$ cat config.mk
export PLATFORM = sky130hd
export DESIGN_NAME = csob_top
export DESIGN_NICKNAME = d
export VERILOG_FILES = /design/src/design/csob_pkg.sv /design/src/design/csob_phase_ctr.sv /design/src/design/csob_top.sv
export SDC_FILE = /design/constraint.sdc
export NUM_CORES = 1
export LEC_CHECK = 0
export ABC_AREA = 1
export BUFFER_PORTS_ARGS = -buffer_cell sky130_fd_sc_hd__buf_2
export CORE_MARGIN = 5
export CORE_UTILIZATION = 63
export CTS_CLUSTER_SIZE = 28
export DETAILED_ROUTE_END_ITERATION = 10
export PLACE_DENSITY = 0.85
export SYNTH_ARGS = -nofsm -noshare
export SYNTH_HDL_FRONTEND = slang
export SYNTH_SLANG_ARGS = --single-unit
$ cat constraint.sdc
create_clock -name ref_clk -period 2.89 [get_ports ref_clk]
set_input_delay 0.578 -clock ref_clk [delete_from_list [all_inputs] [get_ports ref_clk]]
set_output_delay 0.578 -clock ref_clk [all_outputs]
set_load 0.02 [all_outputs]
$ cat src/design/csob_pkg.sv
// Package for the current-sense over-current blanking block
// Shared constants and carrier structs; no clock domain assumptions
package csob_pkg;
  localparam int unsigned CLK_HZ          = 20_000_000;
  localparam int unsigned BLANK_W         = 4;
  localparam int unsigned FILT_W          = 4;
  localparam int unsigned TRIP_W          = 4;
  localparam int unsigned REF_W           = 2;
  localparam int unsigned CNT_W           = 5;
  localparam logic [CNT_W-1:0] CNT_RESET  = 5'h00;
  localparam logic [CNT_W-1:0] TARGET_8   = 5'h08;
  localparam logic [CNT_W-1:0] TARGET_16  = 5'h10;
  localparam logic [1:0] QUIET_LIMIT      = 2'h3;
  localparam int unsigned BLANK_STEP_NS   = 100;
  localparam int unsigned BLANK_STEP_CYC  = (BLANK_STEP_NS * (CLK_HZ / 1_000_000) + 999) / 1000;
  localparam int unsigned FILT_STEP_NS    = 200;
  localparam int unsigned FILT_STEP_CYC   = (FILT_STEP_NS * (CLK_HZ / 1_000_000) + 999) / 1000;

  typedef enum logic [1:0] {
    CSOB_CNT_NONE  = 2'b00,
    CSOB_CNT_EVERY = 2'b01,
    CSOB_CNT_8     = 2'b10,
    CSOB_CNT_16    = 2'b11
  } csob_count_e;

  typedef struct packed {
    logic [BLANK_W-1:0] blank_time;
    logic [FILT_W-1:0]  trip_filter_sel;
    logic [TRIP_W-1:0]  pos_trip_level;
    logic [TRIP_W-1:0]  neg_trip_level;
    logic [REF_W-1:0]   sense_amp_config;
    logic               cut_pulse_off;
    logic               report_off;
    logic               brake_en;
    logic               trip_hold_sel;
    csob_count_e        trip_count_sel;
  } csob_cfg_s;
endpackage : csob_pkg

$ cat src/design/csob_phase_ctr.sv
// One phase's over-current event counter with quiet-cycle reset
// Assumes one clock; cycle marks the PWM cycle boundary
`timescale 1ns/1ps
`default_nettype none
module csob_phase_ctr
  import csob_pkg::*;
(
  input  wire logic             ref_clk,   // Clock
  input  wire logic             reset_n,   // Async reset
  input  wire logic             event_in,  // Filtered trip event pulse
  input  wire logic             cycle,     // PWM cycle boundary pulse
  input  wire logic             clear,     // Counter clear
  output logic [CNT_W-1:0]      count      // Event count
);
  import csob_pkg::*;

  logic [1:0] quiet;
  logic       seen;

  always_ff @(posedge ref_clk or negedge reset_n) begin
    if (!reset_n) begin
      count <= CNT_RESET;
    end else if (clear) begin
      count <= CNT_RESET;
    end else if (event_in && count != '1) begin
      count <= count + 5'h01;
    end else if (cycle && !seen && quiet == QUIET_LIMIT - 2'h1) begin
      count <= CNT_RESET;
    end
  end

  always_ff @(posedge ref_clk or negedge reset_n) begin
    if (!reset_n) begin
      quiet <= 2'h0;
      seen  <= 1'b0;
    end else if (cycle) begin
      seen  <= event_in;
      quiet <= (seen || event_in) ? 2'h0 : ((quiet == QUIET_LIMIT) ? quiet : quiet + 2'h1);
    end else if (event_in) begin
      seen <= 1'b1;
    end
  end
endmodule : csob_phase_ctr
`default_nettype wire

$ cat src/design/csob_top.sv
// Current-sense blanking, trip filtering, counting, fault and truncation
// Assumes gate commands and comparator outputs synchronous to ref_clk
//
// How it works
// - Blank sense inputs on each high-gate edge
// - Hold offset until blanking interval elapses
// - OR phase blanking; suppress truncation inside
// - Offset scale selects regulator fraction
// - Independent positive and negative trip levels
// - Deglitch trips before fault handler
// - Truncation bypasses filter; fault flags truncation
// - Truncate immediately when truncation allowed
// - Count modes: none, every, 8, 16
// - Per-phase event counter increments per event
// - Fault when any counter reaches target
// - Three quiet cycles reset the counter
// - Latched counting: clear after clean period
// - Latched every-event: clear after condition gone
// - Unlatched: clear anytime, re-sets if present
// - Status records fault regardless of latching
// - Force high gates low until cycle reset
// - Any phase trip truncates all phases
// - Alternate recirculation truncates low side
// - Reaction settings changeable while active
// - Setting disables reporting and truncation both
// - Brake action instead of truncation
`timescale 1ns/1ps
`default_nettype none
module csob_top
  import csob_pkg::*;
(
  input  wire logic                   ref_clk,          // 20 MHz clock
  input  wire logic                   reset_n,          // Async reset, active low
  input  wire csob_pkg::csob_cfg_s    cfg,              // Live configuration
  input  wire logic                   single_pwm_mode,  // Single-PWM mode
  input  wire logic                   alt_recirc,       // Alternate recirculation
  input  wire logic                   recirc_phase,     // High-side recirculation period
  input  wire logic [2:0]             high_gate_cmd,    // High-side gate commands in
  input  wire logic [2:0]             low_gate_cmd,     // Low-side gate commands in
  input  wire logic [2:0]             pos_trip_cmp,     // Positive comparator outputs
  input  wire logic [2:0]             neg_trip_cmp,     // Negative comparator outputs
  input  wire logic                   fault_clear,      // Fault clear pulse
  output logic [2:0]                  high_gate_out,    // High-side gate outputs
  output logic [2:0]                  low_gate_out,     // Low-side gate outputs
  output logic [2:0]                  sense_connect,    // Amp inputs connected
  output logic [2:0]                  hold_offset,      // Amp output held at offset
  output logic [REF_W-1:0]            offset_scale,     // Offset scale code
  output logic [TRIP_W-1:0]           pos_dac,          // Positive DAC code
  output logic [TRIP_W-1:0]           neg_dac,          // Negative DAC code
  output logic                        fault_out_n,      // Fault output, active low
  output logic                        trip_status,      // Sticky fault status
  output logic                        truncating        // Truncation in effect
);
  import csob_pkg::*;

  localparam int unsigned BSTEP_W = $clog2(BLANK_STEP_CYC + 1);
  localparam int unsigned FSTEP_W = $clog2(FILT_STEP_CYC + 1);

  logic [2:0]         gate_prev;
  logic [2:0]         gate_edge;
  logic [2:0]         gate_rise;
  logic               cycle;
  logic [BLANK_W+BSTEP_W-1:0] blank_cnt [3];
  logic [2:0]         blanking;
  logic               any_blank;
  logic [2:0]         raw_trip;
  logic [2:0]         trip_prev;
  logic [FILT_W+FSTEP_W-1:0] filt_cnt [3];
  logic [2:0]         filt_trip;
  logic [2:0]         trip_event;
  logic [CNT_W-1:0]   count [3];
  logic               count_clr;
  logic [CNT_W-1:0]   target;
  logic               count_hit;
  logic [2:0]         hit_now;
  logic               fault;
  logic               fault_in_cycle;
  logic               clean_period;
  logic               cut_now;
  logic               cut_latch;
  logic               react_off;
  logic               fault_set;

  assign gate_edge = high_gate_cmd ^ gate_prev;
  assign gate_rise = high_gate_cmd & ~gate_prev;
  assign cycle     = |gate_rise;
  assign any_blank = |blanking;
  assign raw_trip  = pos_trip_cmp | neg_trip_cmp;
  assign react_off = cfg.cut_pulse_off && cfg.report_off && !cfg.brake_en;

  always_ff @(posedge ref_clk or negedge reset_n) begin
    if (!reset_n) begin
      gate_prev <= 3'h0;
      trip_prev <= 3'h0;
    end else begin
      gate_prev <= high_gate_cmd;
      trip_prev <= filt_trip;
    end
  end

  // Blanking timers, one per phase, restarted on each high-gate edge
  for (genvar p = 0; p < 3; p++) begin : g_phase
    always_ff @(posedge ref_clk or negedge reset_n) begin
      if (!reset_n) begin
        blank_cnt[p] <= '0;
      end else if (gate_edge[p]) begin
        blank_cnt[p] <= (BLANK_W+BSTEP_W)'(cfg.blank_time * BLANK_STEP_CYC);
      end else if (blank_cnt[p] != '0) begin
        blank_cnt[p] <= blank_cnt[p] - 1'b1;
      end
    end
    assign blanking[p] = gate_edge[p] ? (cfg.blank_time != '0) : (blank_cnt[p] > 1);

    // Deglitch filter; bypassed while truncation is allowed
    always_ff @(posedge ref_clk or negedge reset_n) begin
      if (!reset_n) begin
        filt_cnt[p]  <= '0;
        filt_trip[p] <= 1'b0;
      end else if (!cfg.cut_pulse_off) begin
        filt_cnt[p]  <= '0;
        filt_trip[p] <= raw_trip[p];
      end else if (!raw_trip[p]) begin
        filt_cnt[p]  <= '0;
        filt_trip[p] <= 1'b0;
      end else if (filt_cnt[p] >= (FILT_W+FSTEP_W)'(cfg.trip_filter_sel * FILT_STEP_CYC)) begin
        filt_trip[p] <= 1'b1;
      end else begin
        filt_cnt[p] <= filt_cnt[p] + 1'b1;
      end
    end
    assign trip_event[p] = filt_trip[p] & ~trip_prev[p];
    assign hit_now[p]    = trip_event[p] && (count[p] >= target - 5'h01);

    csob_phase_ctr u_ctr (
      .ref_clk  (ref_clk),
      .reset_n  (reset_n),
      .event_in (trip_event[p]),
      .cycle    (cycle),
      .clear    (count_clr),
      .count    (count[p])
    );
  end

  always_comb begin
    case (cfg.trip_count_sel)
      CSOB_CNT_EVERY: target = 5'h01;
      CSOB_CNT_8:     target = TARGET_8;
      CSOB_CNT_16:    target = TARGET_16;
      default:        target = '1;
    endcase
  end

  // Every-event follows the trip level; counting modes fire on the event reaching target
  assign count_hit = (cfg.trip_count_sel == CSOB_CNT_EVERY) ? (|filt_trip) :
                     ((cfg.trip_count_sel != CSOB_CNT_NONE) && (|hit_now));
  assign count_clr = fault_clear && !fault_set;

  // In truncation mode the fault simply reports a truncation
  assign fault_set = !react_off && !cfg.report_off &&
                     (cfg.cut_pulse_off ? count_hit : (cut_now && cfg.trip_count_sel != CSOB_CNT_NONE));

  always_ff @(posedge ref_clk or negedge reset_n) begin
    if (!reset_n) begin
      fault_in_cycle <= 1'b0;
      clean_period   <= 1'b0;
    end else if (cycle) begin
      clean_period   <= !fault_in_cycle && !(|filt_trip);
      fault_in_cycle <= |filt_trip;
    end else if (|filt_trip) begin
      fault_in_cycle <= 1'b1;
      clean_period   <= 1'b0;
    end
  end

  // Set wins over clear; latched clears wait for their release condition
  always_ff @(posedge ref_clk or negedge reset_n) begin
    if (!reset_n) begin
      fault <= 1'b0;
    end else if (fault_set) begin
      fault <= 1'b1;
    end else if (fault_clear) begin
      if (!cfg.trip_hold_sel) begin
        fault <= 1'b0;
      end else if (cfg.trip_count_sel == CSOB_CNT_EVERY) begin
        fault <= |raw_trip;
      end else begin
        fault <= !clean_period;
      end
    end
  end

  always_ff @(posedge ref_clk or negedge reset_n) begin
    if (!reset_n) begin
      trip_status <= 1'b0;
      fault_out_n <= 1'b1;
    end else begin
      trip_status <= trip_status || fault_set || fault;
      fault_out_n <= !(fault_set || (fault && !(fault_clear && !cfg.trip_hold_sel)));
    end
  end

  // Any phase trip outside the blank window cuts all phases
  assign cut_now = !cfg.cut_pulse_off && !any_blank && (|filt_trip);

  always_ff @(posedge ref_clk or negedge reset_n) begin
    if (!reset_n) begin
      cut_latch <= 1'b0;
    end else if (cycle) begin
      cut_latch <= 1'b0;
    end else if (cut_now && !react_off) begin
      cut_latch <= 1'b1;
    end
  end

  always_ff @(posedge ref_clk or negedge reset_n) begin
    if (!reset_n) begin
      high_gate_out <= 3'h0;
      low_gate_out  <= 3'h0;
      truncating    <= 1'b0;
    end else begin
      truncating <= cut_latch && !cycle;
      if (cfg.brake_en && fault) begin
        high_gate_out <= 3'h0;
        low_gate_out  <= 3'h7;
      end else if (cut_latch && !cycle && single_pwm_mode && alt_recirc && recirc_phase) begin
        high_gate_out <= high_gate_cmd;
        low_gate_out  <= 3'h0;
      end else if (cut_latch && !cycle) begin
        high_gate_out <= 3'h0;
        low_gate_out  <= low_gate_cmd;
      end else begin
        high_gate_out <= high_gate_cmd;
        low_gate_out  <= low_gate_cmd;
      end
    end
  end

  always_ff @(posedge ref_clk or negedge reset_n) begin
    if (!reset_n) begin
      sense_connect <= 3'h0;
      hold_offset   <= 3'h7;
      offset_scale  <= '0;
      pos_dac       <= '0;
      neg_dac       <= '0;
    end else begin
      sense_connect <= ~blanking;
      hold_offset   <= blanking;
      offset_scale  <= cfg.sense_amp_config;
      pos_dac       <= cfg.pos_trip_level;
      neg_dac       <= cfg.neg_trip_level;
    end
  end
endmodule : csob_top
`default_nettype wire

==> flow_results.org <==
** Yosys
- In this run the biggest area consumer among cell types represents 43.7% of the synthesized area.
- Counting every net in the synthesized netlist gives 750.
- Part of the Yosys area used for sequential elements :: 45.6%
- Area contributors post-synth :: sky130_fd_sc_hd__dfrtp_1, sky130_fd_sc_hd__ha_1, sky130_fd_sc_hd__nand2_1
- In this run the cell area of the synthesized design comes to 5550 um^2.
- The netlist uses 41 different library cells.
- Main synth FF type :: sky130_fd_sc_hd__dfrtp_1
- Dominant cell type by area after synthesis :: sky130_fd_sc_hd__dfrtp_1
- Yosys mapped a number of flops with a built-in enable equal to 0.
- A synthesized cell averages 8.50 um^2.
- After synthesis the netlist holds a flip-flop and latch count of 101.
- Counting flops with an async set or reset pin after synthesis yields a share of 100%.
- The Yosys step of the flow raised 0 warnings.
- Post-synthesis cell count :: 653

** Worst setup path
- Startpoint of the most critical setup path :: cfg[1]
- WP buf/inv :: 2
- By instance count, the cell type seen most on the critical path is sky130_fd_sc_hd__nand2_1.
- In this run the critical register-to-register path is launched from gate_prev[2].
- Data on the critical path is required at its endpoint by 3.17 ns.
- Data arrives at the worst endpoint at 2.40 ns.
- On the worst path, the slowest cell contributes a delay of 0.28 ns.
- Along the worst path, the maximum fanout reaches 6.
- Setup CP Type :: primary input to flip-flop
- On the critical path the largest part of the delay comes from simple AND/OR/NAND/NOR gates.
- The worst setup path is captured at a flip-flop.
- The worst setup path is launched from a primary input.
- CP cell instances :: buf_2 -> inv_1 -> ha_1 -> ha_1 -> nand2_1 -> nand2_1 -> nand2_1 -> nand2_1 -> nand2_1 -> nand2_1 -> nand2_1 -> nand3_1 -> nand2_1 -> nand2_1 -> nand2_4 -> nand2_1 -> or2_2
- Cell type of the slowest stage on the worst timing path :: sky130_fd_sc_hd__ha_1

** Cells and area
- At the end of the flow the core is filled with cells to 72.0%.
- 0 antenna diodes ended up in the layout.
- Relative to the synthesized area, the layout overhead comes to 12.0%.
- Number of inserted filler cells in the final layout :: 643
- Final design area excluding fillers :: 6220 um^2
- For this run, the post-layout net count is 822.
- The post-route netlist has 14.1% of its cells at a drive strength greater than 1.

** Clock network
- Root buffer selected by CTS :: sky130_fd_sc_hd__clkbuf_8
- The H-tree generated during clock tree synthesis spans 3 levels.
- Number of buffers created by CTS :: 9
- Buffers added to address setup during post-CTS repair amount to 0.
- Number of hold buffers added after CTS :: 0
- The number of gates resized after CTS was 0.
- Source-to-sink clock delay at the later pin of the worst-skew pair :: 0.38 ns
- TritonCTS built the clock tree.
- The clock passes through at most 2 buffers.
- The clock drives 101 sinks.
- Clock-pin slew of the registers on the worst-case setup and hold paths :: 0.12 ns

** Global route
- The total overflow left after global routing is 0.
- Antenna violations before repair :: 0
- GR Util All Layers :: 22.1%
- The number of global-route vias before repair is 4527.
- Pin count of the biggest net entering global routing :: 50
- The first global-routing pass estimated 20200 um of wire.

** Timing
- Maximum clock skew at final layout :: 0.0170 ns
- Hold timing on the final database bottoms out at a slack of 0.0662 ns.
- Number of failing hold endpoints at the final stage :: 0
- Summed over all failing endpoints, the final setup total negative slack is 0 ns.
- Dividing the final minimum period by the clock period gives 73.6%.
- Least-Margin Pin Slew :: 0.461 ns
- Final setup violation count :: 0
- Timing would allow up to 0.470 GHz.
- After layout, the minimum clock period comes to 2.13 ns.
- The worst pin sits at a relative slew slack of 69.1%.
- Unrepaired setup endpoints after global routing :: false
- The total count of max-transition violations in the final report came to 0.

** Die
- 67 I/O pins were placed.
- The die is 104 um tall.
- Die Outline Area :: 10800 um^2
- Starting utilization of the core area :: 64.3%
- Area of the core :: 8640 um^2
- Site Rows :: 34
- The die is 104 um wide.

** Placement
- Cell area after placement :: 6000 um^2
- Detailed placement finished with a half-perimeter wire length of 8780 um.
- The congestion estimate from routability-driven global placement came to 0.865.
- During placement, the flow inserted port buffers numbering 66.

** Drt
- Drt first-iter violations :: 193
- Average detailed-routed wire length per instance :: 13.6 um
- Aggregate routed wire length :: 11400 um
- In the routed design, unresolved DRC markers number 0.
- In this run the remaining antenna-violating nets after routing total 0.
- Via count normalized by instance count :: 5.35
- The first TritonRoute pass finished after 4 iterations.
- Vias after detailed routing :: 4482

** Run status
- Status :: complete, no violations

** Worst hold path
- Hold/Removal Path Class :: primary input to async pin

** Power and ir drop
- Summed over all cells, the static leakage comes to 3.24 nW.
- Overall power consumption after layout is estimated at 0.00372 W.
- VDD sags by at most 459 uV.
- Power spread over the standard cell area amounts to 598 nW/um^2.

** Flow run
- Max-cap violations in this run came to 0.
==> per-stage QoR <==
step | instances | setup slack (ns)
3_5_place_dp | 822 | 0.358
4_1_cts | 838 | 0.766
2_1_floorplan | 653 | 0.677
3_3_place_gp | 822 | 0.422
5_1_grt | 838 | 0.517
6_report | 838 | 0.763
==> synthesized netlist by cell type (2+ instances only) <==
cell and n:
sky130_fd_sc_hd__nand4_1 8, sky130_fd_sc_hd__nand3_1 33, sky130_fd_sc_hd__dfrtp_1 97, sky130_fd_sc_hd__buf_2 2, sky130_fd_sc_hd__a21boi_0 4, sky130_fd_sc_hd__ha_1 55
sky130_fd_sc_hd__o21ai_1 3, sky130_fd_sc_hd__inv_1 103, sky130_fd_sc_hd__a31oi_1 5, sky130_fd_sc_hd__o221ai_1 3, sky130_fd_sc_hd__nor2_1 68, sky130_fd_sc_hd__o21a_1 3
sky130_fd_sc_hd__inv_2 4, sky130_fd_sc_hd__a211oi_1 2, sky130_fd_sc_hd__a21oi_1 22, sky130_fd_sc_hd__o21bai_1 2, sky130_fd_sc_hd__o32ai_1 2, sky130_fd_sc_hd__o21ai_0 35
sky130_fd_sc_hd__dfstp_2 4, sky130_fd_sc_hd__nand2_1 134, sky130_fd_sc_hd__clkbuf_1 2, sky130_fd_sc_hd__nor3_1 10, sky130_fd_sc_hd__nor3b_1 4, sky130_fd_sc_hd__o41ai_1 3
sky130_fd_sc_hd__xnor2_1 4, sky130_fd_sc_hd__xor2_1 14, sky130_fd_sc_hd__nor2_2 5, sky130_fd_sc_hd__o22ai_1 9
==> area by class of cell <==
type	count	area [um^2]	area share, %
clock buffer	9	124	1.99
clock inverter	7	97.6	1.57
inverter	107	402	6.46
multi-input combinational	438	2570	41.3
sequential	101	2530	40.7
tap	108	135	2.17
timing repair buffer	68	360	5.79
==> cells by family (layout without fill, tap and decap cells) <==
kind of cell	Yosys count	in the layout	share of synthesized area, %
AOI/OAI and AO/OA	98	98	10.5
xor gates and xnor gates	18	18	2.84
adders and majority gates	55	55	12.4
buffers and inverters	114	191	8.12
DFF	101	101	45.6
and+or+nand+nor	267	267	20.5
==> worst paths after layout <==
kind                                              to  slack (ns)  depth (start not counted)
setup / recovery                         trip_status        0.76                         17
hold / removal                       offset_scale[1]        0.07                          1
hold reg to reg                         trip_prev[2]        0.39                          0
setup reg to reg           g_phase[1].u_ctr.count[0]        0.79                         12
min in group ref_clk                 offset_scale[1]        0.29                          1
max in group asynchronous             hold_offset[2]        2.08                          2
==> state kept, by name, summed over array words and instances (netlist names) <==
signal / flops
blank_cnt: 18
clean_period: 1
cut_latch: 1
fault: 1
fault_in_cycle: 1
fault_out_n: 1
filt_cnt: 21
filt_trip: 3
g_phase.u_ctr.count: 15
g_phase.u_ctr.quiet: 6
g_phase.u_ctr.seen: 3
gate_prev: 3
high_gate_out: 3
hold_offset: 3
low_gate_out: 3
neg_dac: 4
offset_scale: 2
pos_dac: 4
sense_connect: 3
trip_prev: 3
trip_status: 1
truncating: 1
==> power breakdown <==
group / internal, W / switching (W) / leakage, nW / total (W)
Clock: 0.000432 / 0.000555 / 0.113 / 0.000988
Sequential: 0.00162 / 0.000170 / 1.27 / 0.00179
Combinational: 0.000360 / 0.000577 / 1.86 / 0.000937
==> per-layer routing <==
layer  up-vias  track usage (%)  share of wire [%]
met5         -                0                  0
met4         0             7.03                1.4
met3        13             3.29                3.2
met2        67             39.5                 53
met1      2151             27.6                 42
li1       2251                -                  -
==> worst register-to-register path, delay by kind of cell, from the launching register on <==
family,cells,cell delay (ns)
flip-flops,1,0.36
AO/OA/AOI/OAI,2,0.36
AND/OR/NAND/NOR,8,0.84
buffers and inverters,1,0.04
adder cells (fa/ha/maj),1,0.44
==> placed cells by master (no fill, tap or decap), types with 5 or more instances in the layout <==
cell,Yosys,layout
sky130_fd_sc_hd__a21oi_1,22,22
sky130_fd_sc_hd__a31oi_1,5,5
sky130_fd_sc_hd__buf_2,2,65
sky130_fd_sc_hd__clkbuf_8,0,9
sky130_fd_sc_hd__dfrtp_1,97,97
sky130_fd_sc_hd__ha_1,55,55
sky130_fd_sc_hd__inv_1,103,103
sky130_fd_sc_hd__nand2_1,134,134
sky130_fd_sc_hd__nand3_1,33,33
sky130_fd_sc_hd__nand4_1,8,8
sky130_fd_sc_hd__nor2_1,68,68
sky130_fd_sc_hd__nor2_2,5,5
sky130_fd_sc_hd__nor3_1,10,10
sky130_fd_sc_hd__o21ai_0,35,35
sky130_fd_sc_hd__o22ai_1,9,9
sky130_fd_sc_hd__xor2_1,14,14
Note: power is estimated with default switching activity, not from simulation.
